**src/design/sfdp_pkg.sv**
```systemverilog
// shared constants and carrier types for the discovery-parameter lookup slice
`default_nettype none
package sfdp_pkg;

    // ==========================================================================
    // discovery byte addresses, third parameter header
    localparam logic [23:0] HDR3_ID_LSB_ADDR  = 24'h000020;
    localparam logic [23:0] HDR3_MINOR_ADDR   = 24'h000021;
    localparam logic [23:0] HDR3_MAJOR_ADDR   = 24'h000022;
    localparam logic [23:0] HDR3_LEN_ADDR     = 24'h000023;
    localparam logic [23:0] HDR3_PTR_LO_ADDR  = 24'h000024;
    localparam logic [23:0] HDR3_PTR_HI_ADDR  = 24'h000026;
    localparam logic [23:0] HDR3_ID_MSB_ADDR  = 24'h000027;

    // ==========================================================================
    // basic flash parameter table placement
    localparam logic [23:0] BASIC_BASE_ADDR   = 24'h000080;
    localparam logic [23:0] BASIC_SLICE_BYTES = 24'h000008;  // first two double words

    // ==========================================================================
    // third header contents
    localparam logic [7:0] HDR3_MINOR_REV     = 8'h01;
    localparam logic [7:0] HDR3_MAJOR_REV     = 8'h01;
    localparam logic [7:0] HDR3_TABLE_LEN     = 8'h00;  // zero: table not implemented
    localparam logic [7:0] HDR3_PTR_BYTE      = 8'h00;

    // ==========================================================================
    // basic table byte 2 field positions
    localparam int QUAD_OUTPUT_READ_BIT      = 6;
    localparam int QUAD_IO_READ_BIT          = 5;
    localparam int DUAL_IO_READ_BIT          = 4;
    localparam int UNUSED_B2_BIT             = 7;
    localparam int SINGLE_IO_TRANSFER_BIT    = 0;

    // ==========================================================================
    // basic table contents, first two double words
    localparam logic [7:0] BASIC_B0_ERASE_FEAT = 8'he5;
    localparam logic [7:0] BASIC_B1_ERASE_4K   = 8'h20;
    localparam logic [7:0] BASIC_B2_READ_MODES = 8'((1 << UNUSED_B2_BIT)
                                                 | (1 << QUAD_OUTPUT_READ_BIT)
                                                 | (1 << QUAD_IO_READ_BIT)
                                                 | (1 << DUAL_IO_READ_BIT)
                                                 | (1 << SINGLE_IO_TRANSFER_BIT));
    localparam logic [7:0] BASIC_B3_UNUSED     = 8'hff;
    localparam logic [7:0] DENSITY_LOW_BYTE    = 8'hff;
    localparam logic [7:0] DENSITY_TOP_16M     = 8'h00;
    localparam logic [7:0] DENSITY_TOP_32M     = 8'h01;
    localparam logic [7:0] DENSITY_TOP_64M     = 8'h03;
    localparam logic [7:0] UNMAPPED_BYTE       = 8'hff;

    // ==========================================================================
    // carrier and state types
    typedef struct packed {
        logic        cs_b;   // chip select, active low
        logic        start;  // address phase complete, addr valid
        logic        shift;  // one serial bit clock consumed
        logic [23:0] addr;   // starting discovery byte address
    } link_req_t;

    typedef enum logic {IDLE, SHIFT} xfer_state_t;

    typedef struct packed {
        xfer_state_t state;
        logic [23:0] addr;
        logic [7:0]  shreg;
        logic [2:0]  bitcnt;
    } xfer_t;

endpackage : sfdp_pkg
`default_nettype wire

```
**src/design/sfdp_rom.sv**
```systemverilog
// constant lookup of discovery bytes in the implemented address slice
`timescale 1ns/1ps
`default_nettype none

module sfdp_rom #(
    parameter int         DENSITY_MBIT = 16,     // 16, 32 or 64
    parameter logic [7:0] VENDOR_ID    = 8'h5a,  // arbitrary value
    parameter logic [7:0] VENDOR_BANK  = 8'h3c   // arbitrary value
) (
    input  wire logic [23:0] addr_i,  // discovery byte address
    output logic      [7:0]  data_o   // byte stored there
);

    // ==========================================================================
    // elaboration check
    if (!(DENSITY_MBIT == 16 || DENSITY_MBIT == 32 || DENSITY_MBIT == 64)) begin : g_bad
        $error("density must be 16, 32 or 64 Mbit");
    end

    // top density byte per variant
    function automatic logic [7:0] density_top(input int mbit);
        case (mbit)
            16:      density_top = sfdp_pkg::DENSITY_TOP_16M;
            32:      density_top = sfdp_pkg::DENSITY_TOP_32M;
            default: density_top = sfdp_pkg::DENSITY_TOP_64M;
        endcase
    endfunction : density_top

    logic [23:0] rel;

    // ==========================================================================
    // lookup; anything outside this slice reads as erased flash
    always_comb begin
        rel    = addr_i - sfdp_pkg::BASIC_BASE_ADDR;
        data_o = sfdp_pkg::UNMAPPED_BYTE;
        if (addr_i == sfdp_pkg::HDR3_ID_LSB_ADDR) begin
            data_o = VENDOR_ID;
        end else if (addr_i == sfdp_pkg::HDR3_MINOR_ADDR) begin
            data_o = sfdp_pkg::HDR3_MINOR_REV;
        end else if (addr_i == sfdp_pkg::HDR3_MAJOR_ADDR) begin
            data_o = sfdp_pkg::HDR3_MAJOR_REV;
        end else if (addr_i == sfdp_pkg::HDR3_LEN_ADDR) begin
            data_o = sfdp_pkg::HDR3_TABLE_LEN;
        end else if (addr_i >= sfdp_pkg::HDR3_PTR_LO_ADDR
                     && addr_i <= sfdp_pkg::HDR3_PTR_HI_ADDR) begin
            data_o = sfdp_pkg::HDR3_PTR_BYTE;
        end else if (addr_i == sfdp_pkg::HDR3_ID_MSB_ADDR) begin
            data_o = VENDOR_BANK;
        end else if (addr_i >= sfdp_pkg::BASIC_BASE_ADDR
                     && rel < sfdp_pkg::BASIC_SLICE_BYTES) begin
            case (rel[2:0])
                3'h0:    data_o = sfdp_pkg::BASIC_B0_ERASE_FEAT;
                3'h1:    data_o = sfdp_pkg::BASIC_B1_ERASE_4K;
                3'h2:    data_o = sfdp_pkg::BASIC_B2_READ_MODES;
                3'h3:    data_o = sfdp_pkg::BASIC_B3_UNUSED;
                3'h7:    data_o = density_top(DENSITY_MBIT);
                default: data_o = sfdp_pkg::DENSITY_LOW_BYTE;
            endcase
        end
    end

endmodule : sfdp_rom

`default_nettype wire

```
**src/design/sfdp_reader.sv**
```systemverilog
// serial byte streamer for the discovery-parameter lookup slice
//
// the command framing (opcode, address, dummy bits) lives outside this block;
// it signals the end of the address phase with a one-cycle start pulse and
// then sends one shift pulse per serial bit that the host has consumed.
// the block answers with the addressed byte, msb first, and keeps walking
// upward through the discovery space for as long as chip select stays low.
// there is no bit clock pin here: bits are counted on shift pulses, so a
// slow host may leave any number of idle cycles between two bits.
// limitation: only the third parameter header and the first two basic
// double words are mapped; every other address reads as erased flash.
// the density variant is fixed at elaboration; it is not a run-time mode.
// the address counter wraps at 24 bits, as the three-byte address space does;
// a start while a byte is half sent drops the rest of that byte.
//
// Operation
// - byte 20h returns the vendor identification code, low part of the id
// - bytes 21h and 22h return minor and major revision one
// - byte 23h returns table length zero: third table absent
// - bytes 24h to 26h return zero pointer bytes
// - byte 27h returns the vendor bank number, high part of the id
// - basic table byte zero returns e5h erase and status features
// - basic table byte one returns 4 kB erase opcode 20h
// - basic table byte two returns f1h read mode support flags
// - basic table byte three returns ffh
// - basic bytes four to seven give zero-based density, little-endian
// - basic table relative bytes sit from discovery address 80h upward
`timescale 1ns/1ps
`default_nettype none

module sfdp_reader #(
    parameter int         DENSITY_MBIT = 16,     // 16, 32 or 64
    parameter logic [7:0] VENDOR_ID    = 8'h5a,  // arbitrary value
    parameter logic [7:0] VENDOR_BANK  = 8'h3c   // arbitrary value
) (
    input  wire logic                 clock_i,  // 100 MHz system clock
    input  wire logic                 rst_b_i,  // async reset, active low
    input  wire sfdp_pkg::link_req_t  req_i,    // framing requests
    output logic                      so_o,     // serial data out, msb first
    output logic                      valid_o   // so_o carries a live bit
);

    sfdp_pkg::xfer_t st_r;
    sfdp_pkg::xfer_t st_nxt;
    logic [23:0]     rom_addr;
    logic [7:0]      rom_data;

    // ==========================================================================
    // elaboration check; the lookup only knows three density variants
    if (!(DENSITY_MBIT == 16 || DENSITY_MBIT == 32 || DENSITY_MBIT == 64)) begin : g_bad_density
        $error("reader density must be 16, 32 or 64 Mbit");
    end

    // ==========================================================================
    // lookup: the start address on a load, else the byte after the current one;
    // looking ahead all the time lets the next msb follow bit 0 with no gap,
    // at the cost of a 24-bit incrementer in front of the lookup
    assign rom_addr = req_i.start ? req_i.addr : st_r.addr + 24'h000001;

    sfdp_rom #(
        .DENSITY_MBIT (DENSITY_MBIT),
        .VENDOR_ID    (VENDOR_ID),
        .VENDOR_BANK  (VENDOR_BANK)
    ) u_rom (
        .addr_i (rom_addr),
        .data_o (rom_data)
    );

    // ==========================================================================
    // next state; chip select high aborts at once, even mid-byte
    always_comb begin
        st_nxt = st_r;
        // deselect wins over everything; a partial byte is simply dropped
        if (req_i.cs_b) begin
            st_nxt.state  = sfdp_pkg::IDLE;
            st_nxt.bitcnt = 3'h0;
        end else if (req_i.start) begin
            // a start while streaming restarts at the new address
            st_nxt.state  = sfdp_pkg::SHIFT;
            st_nxt.addr   = req_i.addr;
            st_nxt.shreg  = rom_data;
            st_nxt.bitcnt = 3'h7;
        end else begin
            case (st_r.state)
                sfdp_pkg::SHIFT: begin
                    if (req_i.shift) begin
                        if (st_r.bitcnt == 3'h0) begin
                            // fetch ahead so the next msb appears with no gap
                            st_nxt.addr   = st_r.addr + 24'h000001;
                            st_nxt.shreg  = rom_data;
                            st_nxt.bitcnt = 3'h7;
                        end else begin
                            st_nxt.shreg  = {st_r.shreg[6:0], 1'b0};
                            st_nxt.bitcnt = st_r.bitcnt - 3'h1;
                        end
                    end
                end
                sfdp_pkg::IDLE: begin
                    // shift pulses are ignored until a start has loaded a byte
                    st_nxt.state = sfdp_pkg::IDLE;
                end
                default: st_nxt.state = sfdp_pkg::IDLE;
            endcase
        end
    end

    // state register; the reset value only has to keep the outputs quiet,
    // the address and shift contents are reloaded by every start
    always_ff @(posedge clock_i or negedge rst_b_i) begin
        if (!rst_b_i) begin
            st_r <= '{state: sfdp_pkg::IDLE, addr: 24'h000000, shreg: 8'h00, bitcnt: 3'h0};
        end else begin
            st_r <= st_nxt;
        end
    end

    // decoded for both outputs, so kept in one place
    function automatic logic is_live(input sfdp_pkg::xfer_state_t s);
        is_live = (s == sfdp_pkg::SHIFT);
    endfunction : is_live

    // outputs straight from flops through one gate; the shift register is not
    // cleared on deselect, so the gate is what keeps the data line quiet
    assign so_o    = is_live(st_r.state) ? st_r.shreg[7] : 1'b0;
    assign valid_o = is_live(st_r.state);
endmodule : sfdp_reader

`default_nettype wire

```
**config.mk**
```make
export PLATFORM = sky130hd
export DESIGN_NAME = sfdp_reader
export DESIGN_NICKNAME = d
export VERILOG_FILES = /design/src/design/sfdp_pkg.sv /design/src/design/sfdp_rom.sv /design/src/design/sfdp_reader.sv
export SDC_FILE = /design/constraint.sdc
export NUM_CORES = 1
export LEC_CHECK = 0
export BUFFER_PORTS_ARGS = -buffer_cell sky130_fd_sc_hd__buf_2
export CORE_MARGIN = 10
export CORE_UTILIZATION = 40
export DETAILED_ROUTE_END_ITERATION = 10
export HOLD_SLACK_MARGIN = 0.06
export PLACE_DENSITY_LB_ADDON = 0.25
export SYNTH_ARGS = -nofsm -noshare
export SYNTH_HDL_FRONTEND = slang
export SYNTH_HIERARCHICAL = 1
export SYNTH_SLANG_ARGS = --single-unit
```
**constraint.sdc**
```tcl
create_clock -name clock_i -period 3 [get_ports clock_i]
set_input_delay 0.9 -clock clock_i [delete_from_list [all_inputs] [get_ports clock_i]]
set_output_delay 0.9 -clock clock_i [all_outputs]
set_load 0.01 [all_outputs]
```
After elaboration in Yosys (flattened, before gate mapping)
Cells that the tools add are included.
Widths: inputs -> output; s select.
{ "totals": {"ff_bits": 36, "input_bits": 29, "output_inout_bits": 2, "word_cells": 50} }
{ "classes": {"addsub": 3, "order_cmp": 4, "eq_ne": 8, "mux": 18, "n_bitwise": 1, "reduce_logical": 12} }
{ "ops": {"columns": ["cell", "n"], "rows": [
  ["$eq 24x6->1 const B", 5],
  ["$mux 35", 2],
  ["$mux 8", 7],
  ["$mux 24", 2],
  ["$mux 36", 1],
  ["$pmux 8 s4", 1],
  ["$add 24x1->24 const B", 1],
  ["$ge 24x6->1 const B", 1],
  ["$ge 24x8->1 const B", 1],
  ["$le 24x6->1 const B", 1],
  ["$lt 24x4->1 const B", 1],
  ["$sub 24x8->24 const B", 1],
  ["$mux 11", 1],
  ["$logic_not 3->1", 2],
  ["$reduce_bool 2->1", 3],
  ["$reduce_bool 3->1", 2],
  ["$reduce_and 4->1", 1],
  ["$eq 3x1->1 const B", 1],
  ["$eq 3x2->1 const B", 1],
  ["$eq 3x3->1 const B", 1],
  ["$mux 1", 3],
  ["$mux 3", 1],
  ["$reduce_and 3->1", 1],
  ["$sub 3x1->3 const B", 1],
  ["other kinds (3)", 4]
]} }

Logic depth before layout (Yosys ltp)
Gate-level depths: netlist of the first run.
{ "logic_depth": {"word_depth": 17, "depth_mapped": 15, "depth_no_buf": 15} }

By module
The synthesis of the first run kept the hierarchy.
{ "modules_own_cells": {"columns": ["module", "instances", "cells_per_inst", "area_each_um2", "seq_area_each_um2"], "rows": [
  ["sfdp_reader", 1, 299, 2499.9, 900.9],
  ["sfdp_rom", 1, 82, 544.3, 0.0]
]} }

Worst setup path before layout of the first run
No wires, ideal clock.
{ "synth_timing": {"path_kind": "input to register", "startpoint": "input port req_i[25] (netlist bit)", "endpoint": "register st_r[6] (netlist bit)", "setup_time_ps": 134, "arrival_time_ps": 3144, "required_ps": 2866, "path_slack_ps": -279, "path_stages": 14, "path_buffers": 2, "cell_sequence": "clkbuf_1 > inv_1 > clkbuf_1 > mux2_2 > inv_1 > ha_1 > o21a_1 > a32oi_1 > o2bb2ai_2 > nand3_4 > o21ai_0 > a221oi_1 > mux2i_1 > o21ai_0"} }
{ "synth_via": {"elab_chain_cells": 15, "word_cells_on_any_way": 32, "cone_classes": "add/sub (1); order compare (4); eq/ne (8); mux (13); reduce/logical (6)"} }
{ "synth_lines": {"columns": ["element", "line", "rtl"], "rows": [
  ["start, declared", "sfdp_reader.sv:38", "input wire sfdp_pkg::link_req_t req_i,"],
  ["$mux 24 (*)", "sfdp_reader.sv:58", "assign rom_addr = req_i.start ? req_i.addr : st_r.addr + 24'h000001;"],
  ["net rom_addr[7]", "sfdp_reader.sv:45", "logic [23:0] rom_addr;"],
  ["$sub 24x8->24", "sfdp_rom.sv:34", "rel = addr_i - sfdp_pkg::BASIC_BASE_ADDR;"],
  ["$lt 24x4->1", "sfdp_rom.sv:50", "&& rel < sfdp_pkg::BASIC_SLICE_BYTES) begin"],
  ["$logic_and 1x1->1", "sfdp_rom.sv:50", null],
  ["$mux 8", "sfdp_rom.sv:49", "end else if (addr_i >= sfdp_pkg::BASIC_BASE_ADDR"],
  ["$mux 8", "sfdp_rom.sv:47", "end else if (addr_i == sfdp_pkg::HDR3_ID_MSB_ADDR) begin"],
  ["$mux 8", "sfdp_rom.sv:44", "end else if (addr_i >= sfdp_pkg::HDR3_PTR_LO_ADDR"],
  ["$mux 8", "sfdp_rom.sv:42", "end else if (addr_i == sfdp_pkg::HDR3_LEN_ADDR) begin"],
  ["$mux 8", "sfdp_rom.sv:40", "end else if (addr_i == sfdp_pkg::HDR3_MAJOR_ADDR) begin"],
  ["$mux 8", "sfdp_rom.sv:38", "end else if (addr_i == sfdp_pkg::HDR3_MINOR_ADDR) begin"],
  ["$mux 8 (*)", "sfdp_rom.sv:36", "if (addr_i == sfdp_pkg::HDR3_ID_LSB_ADDR) begin"],
  ["net rom_data[3]", "sfdp_reader.sv:46", "logic [7:0] rom_data;"],
  ["$mux 11", "sfdp_reader.sv:87", "if (st_r.bitcnt == 3'h0) begin"],
  ["$mux 35", "sfdp_reader.sv:86", "if (req_i.shift) begin"],
  ["$mux 35", "sfdp_reader.sv:84", "case (st_r.state)"],
  ["$mux 36 (*)", "sfdp_reader.sv:77", "end else if (req_i.start) begin"],
  ["end signal, assigned", "sfdp_reader.sv:111", "st_r <= '{state: sfdp_pkg::IDLE, addr: 24'h000000, shreg: 8'h00, bitcnt: 3'h0};"],
  ["end signal, assigned", "sfdp_reader.sv:113", "st_r <= st_nxt;"],
  ["end, declared", "sfdp_reader.sv:43", "sfdp_pkg::xfer_t st_r;"]
]} }
The timed path passes the listed nets; every way through them passes the cells marked *. The select of a mux whose other input is x is not followed.
A chain may end at the register's enable or synchronous reset.

Final worst setup path of the first run
{ "layout_timing": {"startpoint": "register st_r[12] (netlist bit)", "endpoint": "register st_r[7] (netlist bit)"} }
{ "layout_via": {"elab_chain_cells": 16, "word_cells_on_any_way": 30, "cone_classes": "add/sub (2); order compare (4); eq/ne (8); mux (13); reduce/logical (3)"} }
{ "layout_lines": {"columns": ["element", "line"], "rows": [
  ["$add 24x1->24 (*)", "sfdp_reader.sv:58"],
  ["$mux 24 (*)", "sfdp_reader.sv:58"],
  ["net rom_addr[10]", "sfdp_reader.sv:45"],
  ["$sub 24x8->24", "sfdp_rom.sv:34"],
  ["$lt 24x4->1", "sfdp_rom.sv:50"],
  ["$logic_and 1x1->1", "sfdp_rom.sv:50"],
  ["$mux 8", "sfdp_rom.sv:49"],
  ["$mux 8", "sfdp_rom.sv:47"],
  ["[2 not listed]", null],
  ["$mux 8", "sfdp_rom.sv:40"],
  ["$mux 8", "sfdp_rom.sv:38"],
  ["$mux 8 (*)", "sfdp_rom.sv:36"],
  ["net rom_data[4]", "sfdp_reader.sv:46"],
  ["$mux 11", "sfdp_reader.sv:87"],
  ["$mux 35", "sfdp_reader.sv:86"],
  ["$mux 35", "sfdp_reader.sv:84"],
  ["$mux 36 (*)", "sfdp_reader.sv:77"]
]} }
Marked as above.

==> results of run 1 <==
-- through the flow --
stage	total power [W]	hold WS (ns)	setup WS [ns]
after floorplan	0.00105	0.442	0.00729
after global placement	0.00131	0.462	-0.245
after detailed placement	0.00133	0.471	-0.217
after CTS	0.00180	0.490	-0.0955
after global routing	0.00194	0.509	-0.324
final	0.00182	0.489	-0.0805
-- final cells by class --
class / instances / area, sq um / area share
sequential: 36 / 901 / 0.217
clock buffer: 5 / 68.8 / 0.0166
timing repair buffer: 112 / 778 / 0.187
tap: 99 / 124 / 0.0298
clock inverter: 3 / 42.5 / 0.0102
multi-input combinational: 315 / 2200 / 0.531
inverter: 9 / 33.8 / 0.00813
-- worst paths after layout --
kind,to,from,cells past startpoint,slack (ns)
min in group asynchronous,st_r[29],rst_b_i,1,0.71
max,st_r[7],st_r[12],16,-0.08
max in group asynchronous,st_r[8],rst_b_i,1,1.75
max reg2reg,st_r[7],st_r[12],16,-0.08
min,st_r[1],st_r[1],1,0.49
min reg2reg,st_r[1],st_r[1],1,0.49
-- worst max-delay path: stages, from the launching register on --
cell and delay [ns]:
dfrtp_1 0.39, ha_2 0.19, nand4_1 0.20, nor2_2 0.23, buf_4 0.14, nand2_1 0.07, xnor2_1 0.13, mux2_4 0.28
nor3_4 0.27, buf_4 0.16, nand4_1 0.14, o21ai_4 0.14, nand3_4 0.15, o22ai_4 0.17, a221oi_1 0.10, mux2i_1 0.13
o21ai_1 0.07
-- state kept, by name, indices dropped and copies added (netlist names) --
name	cells
st_r	35
valid_o	1
-- routing by layer --
| layer | track usage | part of all wire | vias up |
|---|---|---|---|
| met2 | 0.288 | 0.49 | 63 |
| met3 | 0.0281 | 0.036 | 14 |
| met4 | 0.0513 | 0.014 | 0 |
| li1 | - | - | 1576 |
| met5 | 0 | 0 | - |
| met1 | 0.208 | 0.46 | 1498 |
-- layout by cell type (no fill, tap or decap), types with 7 or more instances in the layout --
cell,instances
buf_4,81
nand2_1,55
dfrtp_1,36
buf_2,30
nor2_1,29
o21ai_0,27
nand3_1,17
xnor2_1,13
a21oi_1,13
nand4_1,10
nor3_1,10
mux2i_1,8
inv_1,7
-- cell families (layout without fill, tap and decap cells) --
family,Yosys count,count (layout),share of synthesized area
AO/OA/AOI/OAI,96,96,0.208
XOR/XNOR,19,19,0.0547
multiplexers,19,19,0.0670
buffers and inverters,30,129,0.0395
flip-flops,36,36,0.296
adder cells (fa/ha/maj),4,4,0.0164
AND/OR/NAND/NOR,177,177,0.319
-- power by group through the flow --
stage | sequential, W | combinational [W] | clock, W
after floorplan | 0.000653 | 0.000399 | 0
after global placement | 0.000652 | 0.000659 | 0
after detailed placement | 0.000656 | 0.000674 | 0
after CTS | 0.000644 | 0.000699 | 0.000459
after global routing | 0.000659 | 0.000801 | 0.000481
final | 0.000647 | 0.000724 | 0.000449
-- timing repair --
action                     4_1_cts  5_1_grt
pin swaps                        5        3
setup endpoints to repair        8        8
cloned                           0        0
hold buffers                     0        0
setup buffers                    3        1
gates resized for setup          9       23
==> metrics.md, run 1 <==
| Metric | Value |
|---|---|
| Status | `complete, but fails checks` |
| Failing checks | `setup timing` |
| Most frequent cell after synthesis | `nand2_1` |
| Ant. Diodes | `0` |
| Drt wl/cell | `16.1 um` |
| Synth top area cells | `dfrtp_1 (30%), nand2_1 (7.2%), o21ai_0 (5.4%), nor2_1 (3.8%), xnor2_1 (3.7%)` |
| Reg clk slew, reported paths | `0.08 ns` |
| Vias per cell | `5.44` |
| Worst path required time | `3.18 ns` |
| CP arrival | `3.26 ns` |
| Pin count of the biggest net entering global routing | `37` |
| Global Route Usage Sum | `0.167` |
| Synth area leader | `dfrtp_1` |
| Antenna violations before repair | `0` |
| Die Y | `107 um` |
| Num CTS Buffers | `5` |
| Max_cap viols | `0` |
| RSZ-0062 raised after global routing | `true` |
| DR iter-0 viols | `112` |
| Post-synth EDFFs | `0` |
| Worst slew pin tran | `0.864 ns` |
| Fmax | `325 MHz` |
| Number of core rows | `31` |
| Final hold viol count | `0` |
| Fillers | `677` |
| Mapped Area | `0.00304 sq mm` |
| CTS Root Cell | `clkbuf_8` |
| Synth top cells by count | `nand2_1 (58), dfrtp_1 (36), o21ai_0 (33), nor2_1 (31), nand3_1 (19)` |
| Seq cells post-synth | `36` |
| Placed cell count | `567` |
| Sw frac | `0.363` |
| DIE AREA | `0.0115 sq mm` |
| Pleak | `1.85 nW` |
| GRT Residual Overflow | `0` |
| Area fraction of the dominant cell type after synthesis | `0.296` |
| Drt drc | `0` |
| Seq/Total Area, Yosys | `0.296` |
| Startpoint types | `register` |
| Layout Cells excl Fill | `579` |
| HP Class | `register to register` |
| Core Footprint | `0.00733 sq mm` |
| Crit path time final | `3.08 ns` |
| Core Util, Final | `0.566` |
| Yosys warning count | `6` |
| Sequential power share | `0.355` |
| First-pass GRT wire length | `15700 um` |
| Syn Nets | `414` |
| Combinational share of power | `0.398` |
| TritonCTS clock tree | `done` |
| Number of clock sinks | `36` |
| Post-DP Area | `0.00387 sq mm` |
| Setup ws final | `-0.0805 ns` |
| Clock power frac | `0.247` |
| CTS Buffer Depth | `2` |
| Fin nets | `512` |
| Top_reg_cell synth | `dfrtp_1` |
| Post-synthesis cell type count | `63` |
| Mapped Cells | `381` |
| IO buf count | `30` |
| Ys async rst share | `1.00` |
| Layout cells sized above 1 | `0.363` |
| Fin crit share | `1.03` |
| WL final | `9320 um` |
| CP Capture Type | `register` |
| Layout area overhead | `36.4%` |
| DR pass1 iterations | `4` |
| Switching pwr | `0.000661 W` |
| Vias in the first global route | `3270` |
| Crit Path Max Fanout | `6` |
| Final setup fails | `8` |
| I/O Pins | `31` |
| Detail Placement HPWL | `7150 um` |
| Max-slew violation count | `0` |
| Fin Clk Skew | `0.00274 ns` |
| Pwr dens | `438 mW/mm^2` |
| Number of routed nets with antenna violations | `0` |
| Initial core utilization | `0.415` |
| Die W | `107 um` |
| Setup tns final | `-0.386 ns` |
| RePlAce Congestion | `0.876` |
| WS Path Type | `register to register` |
| Final Cell Area | `0.00415 sq mm` |
| Int Pwr | `0.00116 W` |
| Clk_lat worst skew | `0.30 ns` |
| H-Tree Depth | `2` |
| Slew margin rel. | `0.424` |
| Syn Area/Cell | `7.99 sq um` |
| Via count | `3151` |
| Peak supply drop | `0.000237 V` |
(Power assumes the default switching activity.)
==> inputs of run 2 (changes only) <==
--- a/config.mk
+++ b/config.mk
@@ -5,12 +5,14 @@
 export SDC_FILE = /design/constraint.sdc
 export NUM_CORES = 1
 export LEC_CHECK = 0
+export ABC_AREA = 1
 export BUFFER_PORTS_ARGS = -buffer_cell sky130_fd_sc_hd__buf_2
 export CORE_MARGIN = 10
-export CORE_UTILIZATION = 40
+export CORE_UTILIZATION = 25
 export DETAILED_ROUTE_END_ITERATION = 10
 export HOLD_SLACK_MARGIN = 0.06
 export PLACE_DENSITY_LB_ADDON = 0.25
+export SLEW_MARGIN = 20
 export SYNTH_ARGS = -nofsm -noshare
 export SYNTH_HDL_FRONTEND = slang
 export SYNTH_HIERARCHICAL = 1
==> run 2 against run 1 <==
Against the previous run:
- the flow now finishes without violations
- area after synthesis grew 12%
- sequential power grew 17%
- final area grew 12%
- clock-buffer cell count grew 2
- combinational power grew 46%
- critical path type is now input pin to register
- largest cell class unchanged
- largest power group unchanged
==> metrics.md, run 2 <==
| Metric | Value |
|---|---|
| Status | `finished clean` |
| CTS Buffer Depth | `2` |
| Area fraction of the dominant cell type after synthesis | `0.263` |
| Layout Cells excl Fill | `805` |
| Pleak | `2.17 nW` |
| CTS Root Cell | `clkbuf_16` |
| Global Route Usage Sum | `0.119` |
| Fin crit share | `0.955` |
| Final hold viol count | `0` |
| Layout cells sized above 1 | `0.334` |
| Placed cell count | `782` |
| Detail Placement HPWL | `8300 um` |
| CP Capture Type | `register` |
| RSZ-0062 raised after global routing | `true` |
| Drt wl/cell | `13.7 um` |
| Max-slew violation count | `0` |
| Mapped Area | `0.00342 sq mm` |
| Layout area overhead | `35.9%` |
| Mapped Cells | `545` |
| Fmax | `349 MHz` |
| Num CTS Buffers | `5` |
| TritonCTS clock tree | `done` |
| Post-synth EDFFs | `0` |
| Clk_lat worst skew | `0.29 ns` |
| Hold Path Origin | `st_r[3]` |
| Ant. Diodes | `0` |
| H-Tree Depth | `2` |
| Most frequent cell after synthesis | `nand2_1` |
| Pin count of the biggest net entering global routing | `38` |
| WL final | `11000 um` |
| Die Y | `137 um` |
| Simple-gate portion of the synthesized area | `0.491` |
| Synth top cells by count | `nand2_1 (161), nor2_1 (65), inv_1 (60), nand3_1 (45), dfrtp_1 (36)` |
| Fin Clk Skew | `0.00594 ns` |
| Post-synthesis mux area share | `0` |
| Vias per cell | `4.68` |
| Post-synthesis adder-cell area fraction | `0.0146` |
| GRT Residual Overflow | `0` |
| Vias in the first global route | `3736` |
| DR iter-0 viols | `227` |
| Drt drc | `0` |
| Top reg by flops | `st_r` |
| DR pass1 iterations | `4` |
| Die W | `137 um` |
| Number of routed nets with antenna violations | `0` |
| Crit Path Max Fanout | `11` |
| Slew margin rel. | `0.391` |
| Startpoint types | `input pin` |
| Post-synthesis cell type count | `41` |
| Worst path required time | `3.17 ns` |
| Fillers | `1456` |
| Number of core rows | `42` |
| Most common cell after layout, fill and taps aside | `nand2_1` |
| Antenna violations before repair | `0` |
| DIE AREA | `0.0188 sq mm` |
| Synth Area in XOR/XNOR | `0.0179` |
| Synth area leader | `dfrtp_1` |
| Fin nets | `661` |
| Most frequent cells in the layout | `nand2_1 (151), inv_1 (60), buf_4 (54)` |
| I/O Pins | `31` |
| Worst reg2reg startpoint | `st_r[12]` |
| Seq/Total Area, Yosys | `0.263` |
| Crit path time final | `2.86 ns` |
| RePlAce Congestion | `0.913` |
| Pwr dens | `533 mW/mm^2` |
| Syn Area/Cell | `6.28 sq um` |
| Hold Buf Count CTS | `0` |
| Final setup fails | `0` |
| Core Footprint | `0.0133 sq mm` |
| CP arrival | `3.04 ns` |
| Number of clock sinks | `36` |
| Initial core utilization | `0.257` |
| Peak supply drop | `0.000296 V` |
| Yosys warning count | `6` |
| Synth top area cells | `dfrtp_1 (26%), nand2_1 (18%), nor2_1 (7.1%), inv_1 (6.6%), nand3_1 (6.6%)` |
| Largest family of logic cells by synthesized area | `simple AND/OR/NAND/NOR gates` |
| HP Class | `register to register` |
| First-pass GRT wire length | `18100 um` |
| Max_cap viols | `0` |
| Syn Nets | `578` |
| WS Path Type | `input pin to register` |
| Reg clk slew, reported paths | `0.06 ns` |
| IO buf count | `30` |
| Top_reg_cell synth | `dfrtp_1` |
| Worst slew pin tran | `0.913 ns` |
| Core Util, Final | `0.349` |
| Compound-gate portion of the synthesized area | `0.112` |
| Via count | `3767` |
| Largest register FFs | `35` |
| Seq cells post-synth | `36` |
| Crit path launch | `req_i[25]` |
| Ys async rst share | `1.00` |
-- run 2: changes by cell type after synthesis, sizes merged, moves of 7 or more --
| cell | change |
|---|---|
| and2 | +7 |
| clkbuf | -14 |
| inv | +56 |
| mux2 | -11 |
| mux2i | -8 |
| nand2 | +116 |
| nand3 | +28 |
| nor2 | +56 |
| nor3 | -14 |
| nor4 | -7 |
| or2 | +9 |
| xnor2 | -12 |
-- run 2: logic make-up (layout without fill, tap and decap cells) --
group	Yosys count	in the layout
AOI/OAI and AO/OA	67	67
DFF	36	36
adders and majority gates	4	4
xor gates and xnor gates	7	7
and+or+nand+nor	350	350
buffers and inverters	81	165
-- run 2: metal layers --
metal,up-vias,global-route usage,part of all wire
met5,-,0,0
met4,0,0.0299,0.013
met3,14,0.0224,0.053
met2,99,0.190,0.46
met1,1753,0.160,0.48
li1,1901,-,-
-- run 2: repair_timing --
action | 4_1_cts | 5_1_grt
pin swaps | 0 | 42
setup buffers | 0 | 14
setup endpoints to repair | 1 | 8
gates cloned | 0 | 1
gates resized for setup | 1 | 83
-- run 2: worst max-delay path, cell delays in order --
cell     delay, ns
buf_2         0.11
inv_4         0.07
buf_12        0.14
or2_2         0.28
and2_4        0.19
nor2_4        0.12
nand2_1       0.09
nor2_2        0.11
nand2_1       0.06
nand2_1       0.05
nand2_1       0.06
nor2_2        0.12
nand2_2       0.07
nor2_4        0.13
nand4_1       0.15
nand2_1       0.12
nor2_1        0.05
a21oi_1       0.12
a21oi_1       0.09
-- run 2: through the flow --
stage	setup slack [ns]	cell area, sq um	setup TNS (ns)	total power [W]	hold WS [ns]
finish	0.136	4650	0	0.00248	0.482
global route	-0.0746	4650	-0.258	0.00266	0.520
CTS	0.00567	4250	0	0.00233	0.488
detailed placement	-0.229	4060	-1.43	0.00165	0.474
global placement	-0.245	4060	-1.50	0.00164	0.467
floorplan	0.0115	3420	0	0.00132	0.449
-- run 2: final cells by class --
type | count | area [sq um] | share of cell area
clock inverter | 1 | 30.0 | 0.00645
inverter | 68 | 262 | 0.0562
timing repair buffer | 89 | 647 | 0.139
multi-input combinational | 428 | 2440 | 0.524
sequential | 36 | 902 | 0.194
clock buffer | 7 | 153 | 0.0328
tap | 176 | 220 | 0.0473
-- run 2: power breakdown --
group / internal, W / total [W] / switching, W
sequential: 0.000608 / 0.000758 / 0.000149
clock: 0.000438 / 0.000663 / 0.000224
combinational: 0.000450 / 0.00106 / 0.000610
-- run 2: path summary, 6_finish.rpt --
path	end	slack, ns	depth (start not counted)
min in group asynchronous	st_r[27]	0.74	1
max in group asynchronous	st_r[13]	1.63	1
min	st_r[3]	0.48	2
max	st_r[10]	0.14	19
max reg2reg	st_r[10]	0.16	21
min reg2reg	st_r[3]	0.48	2
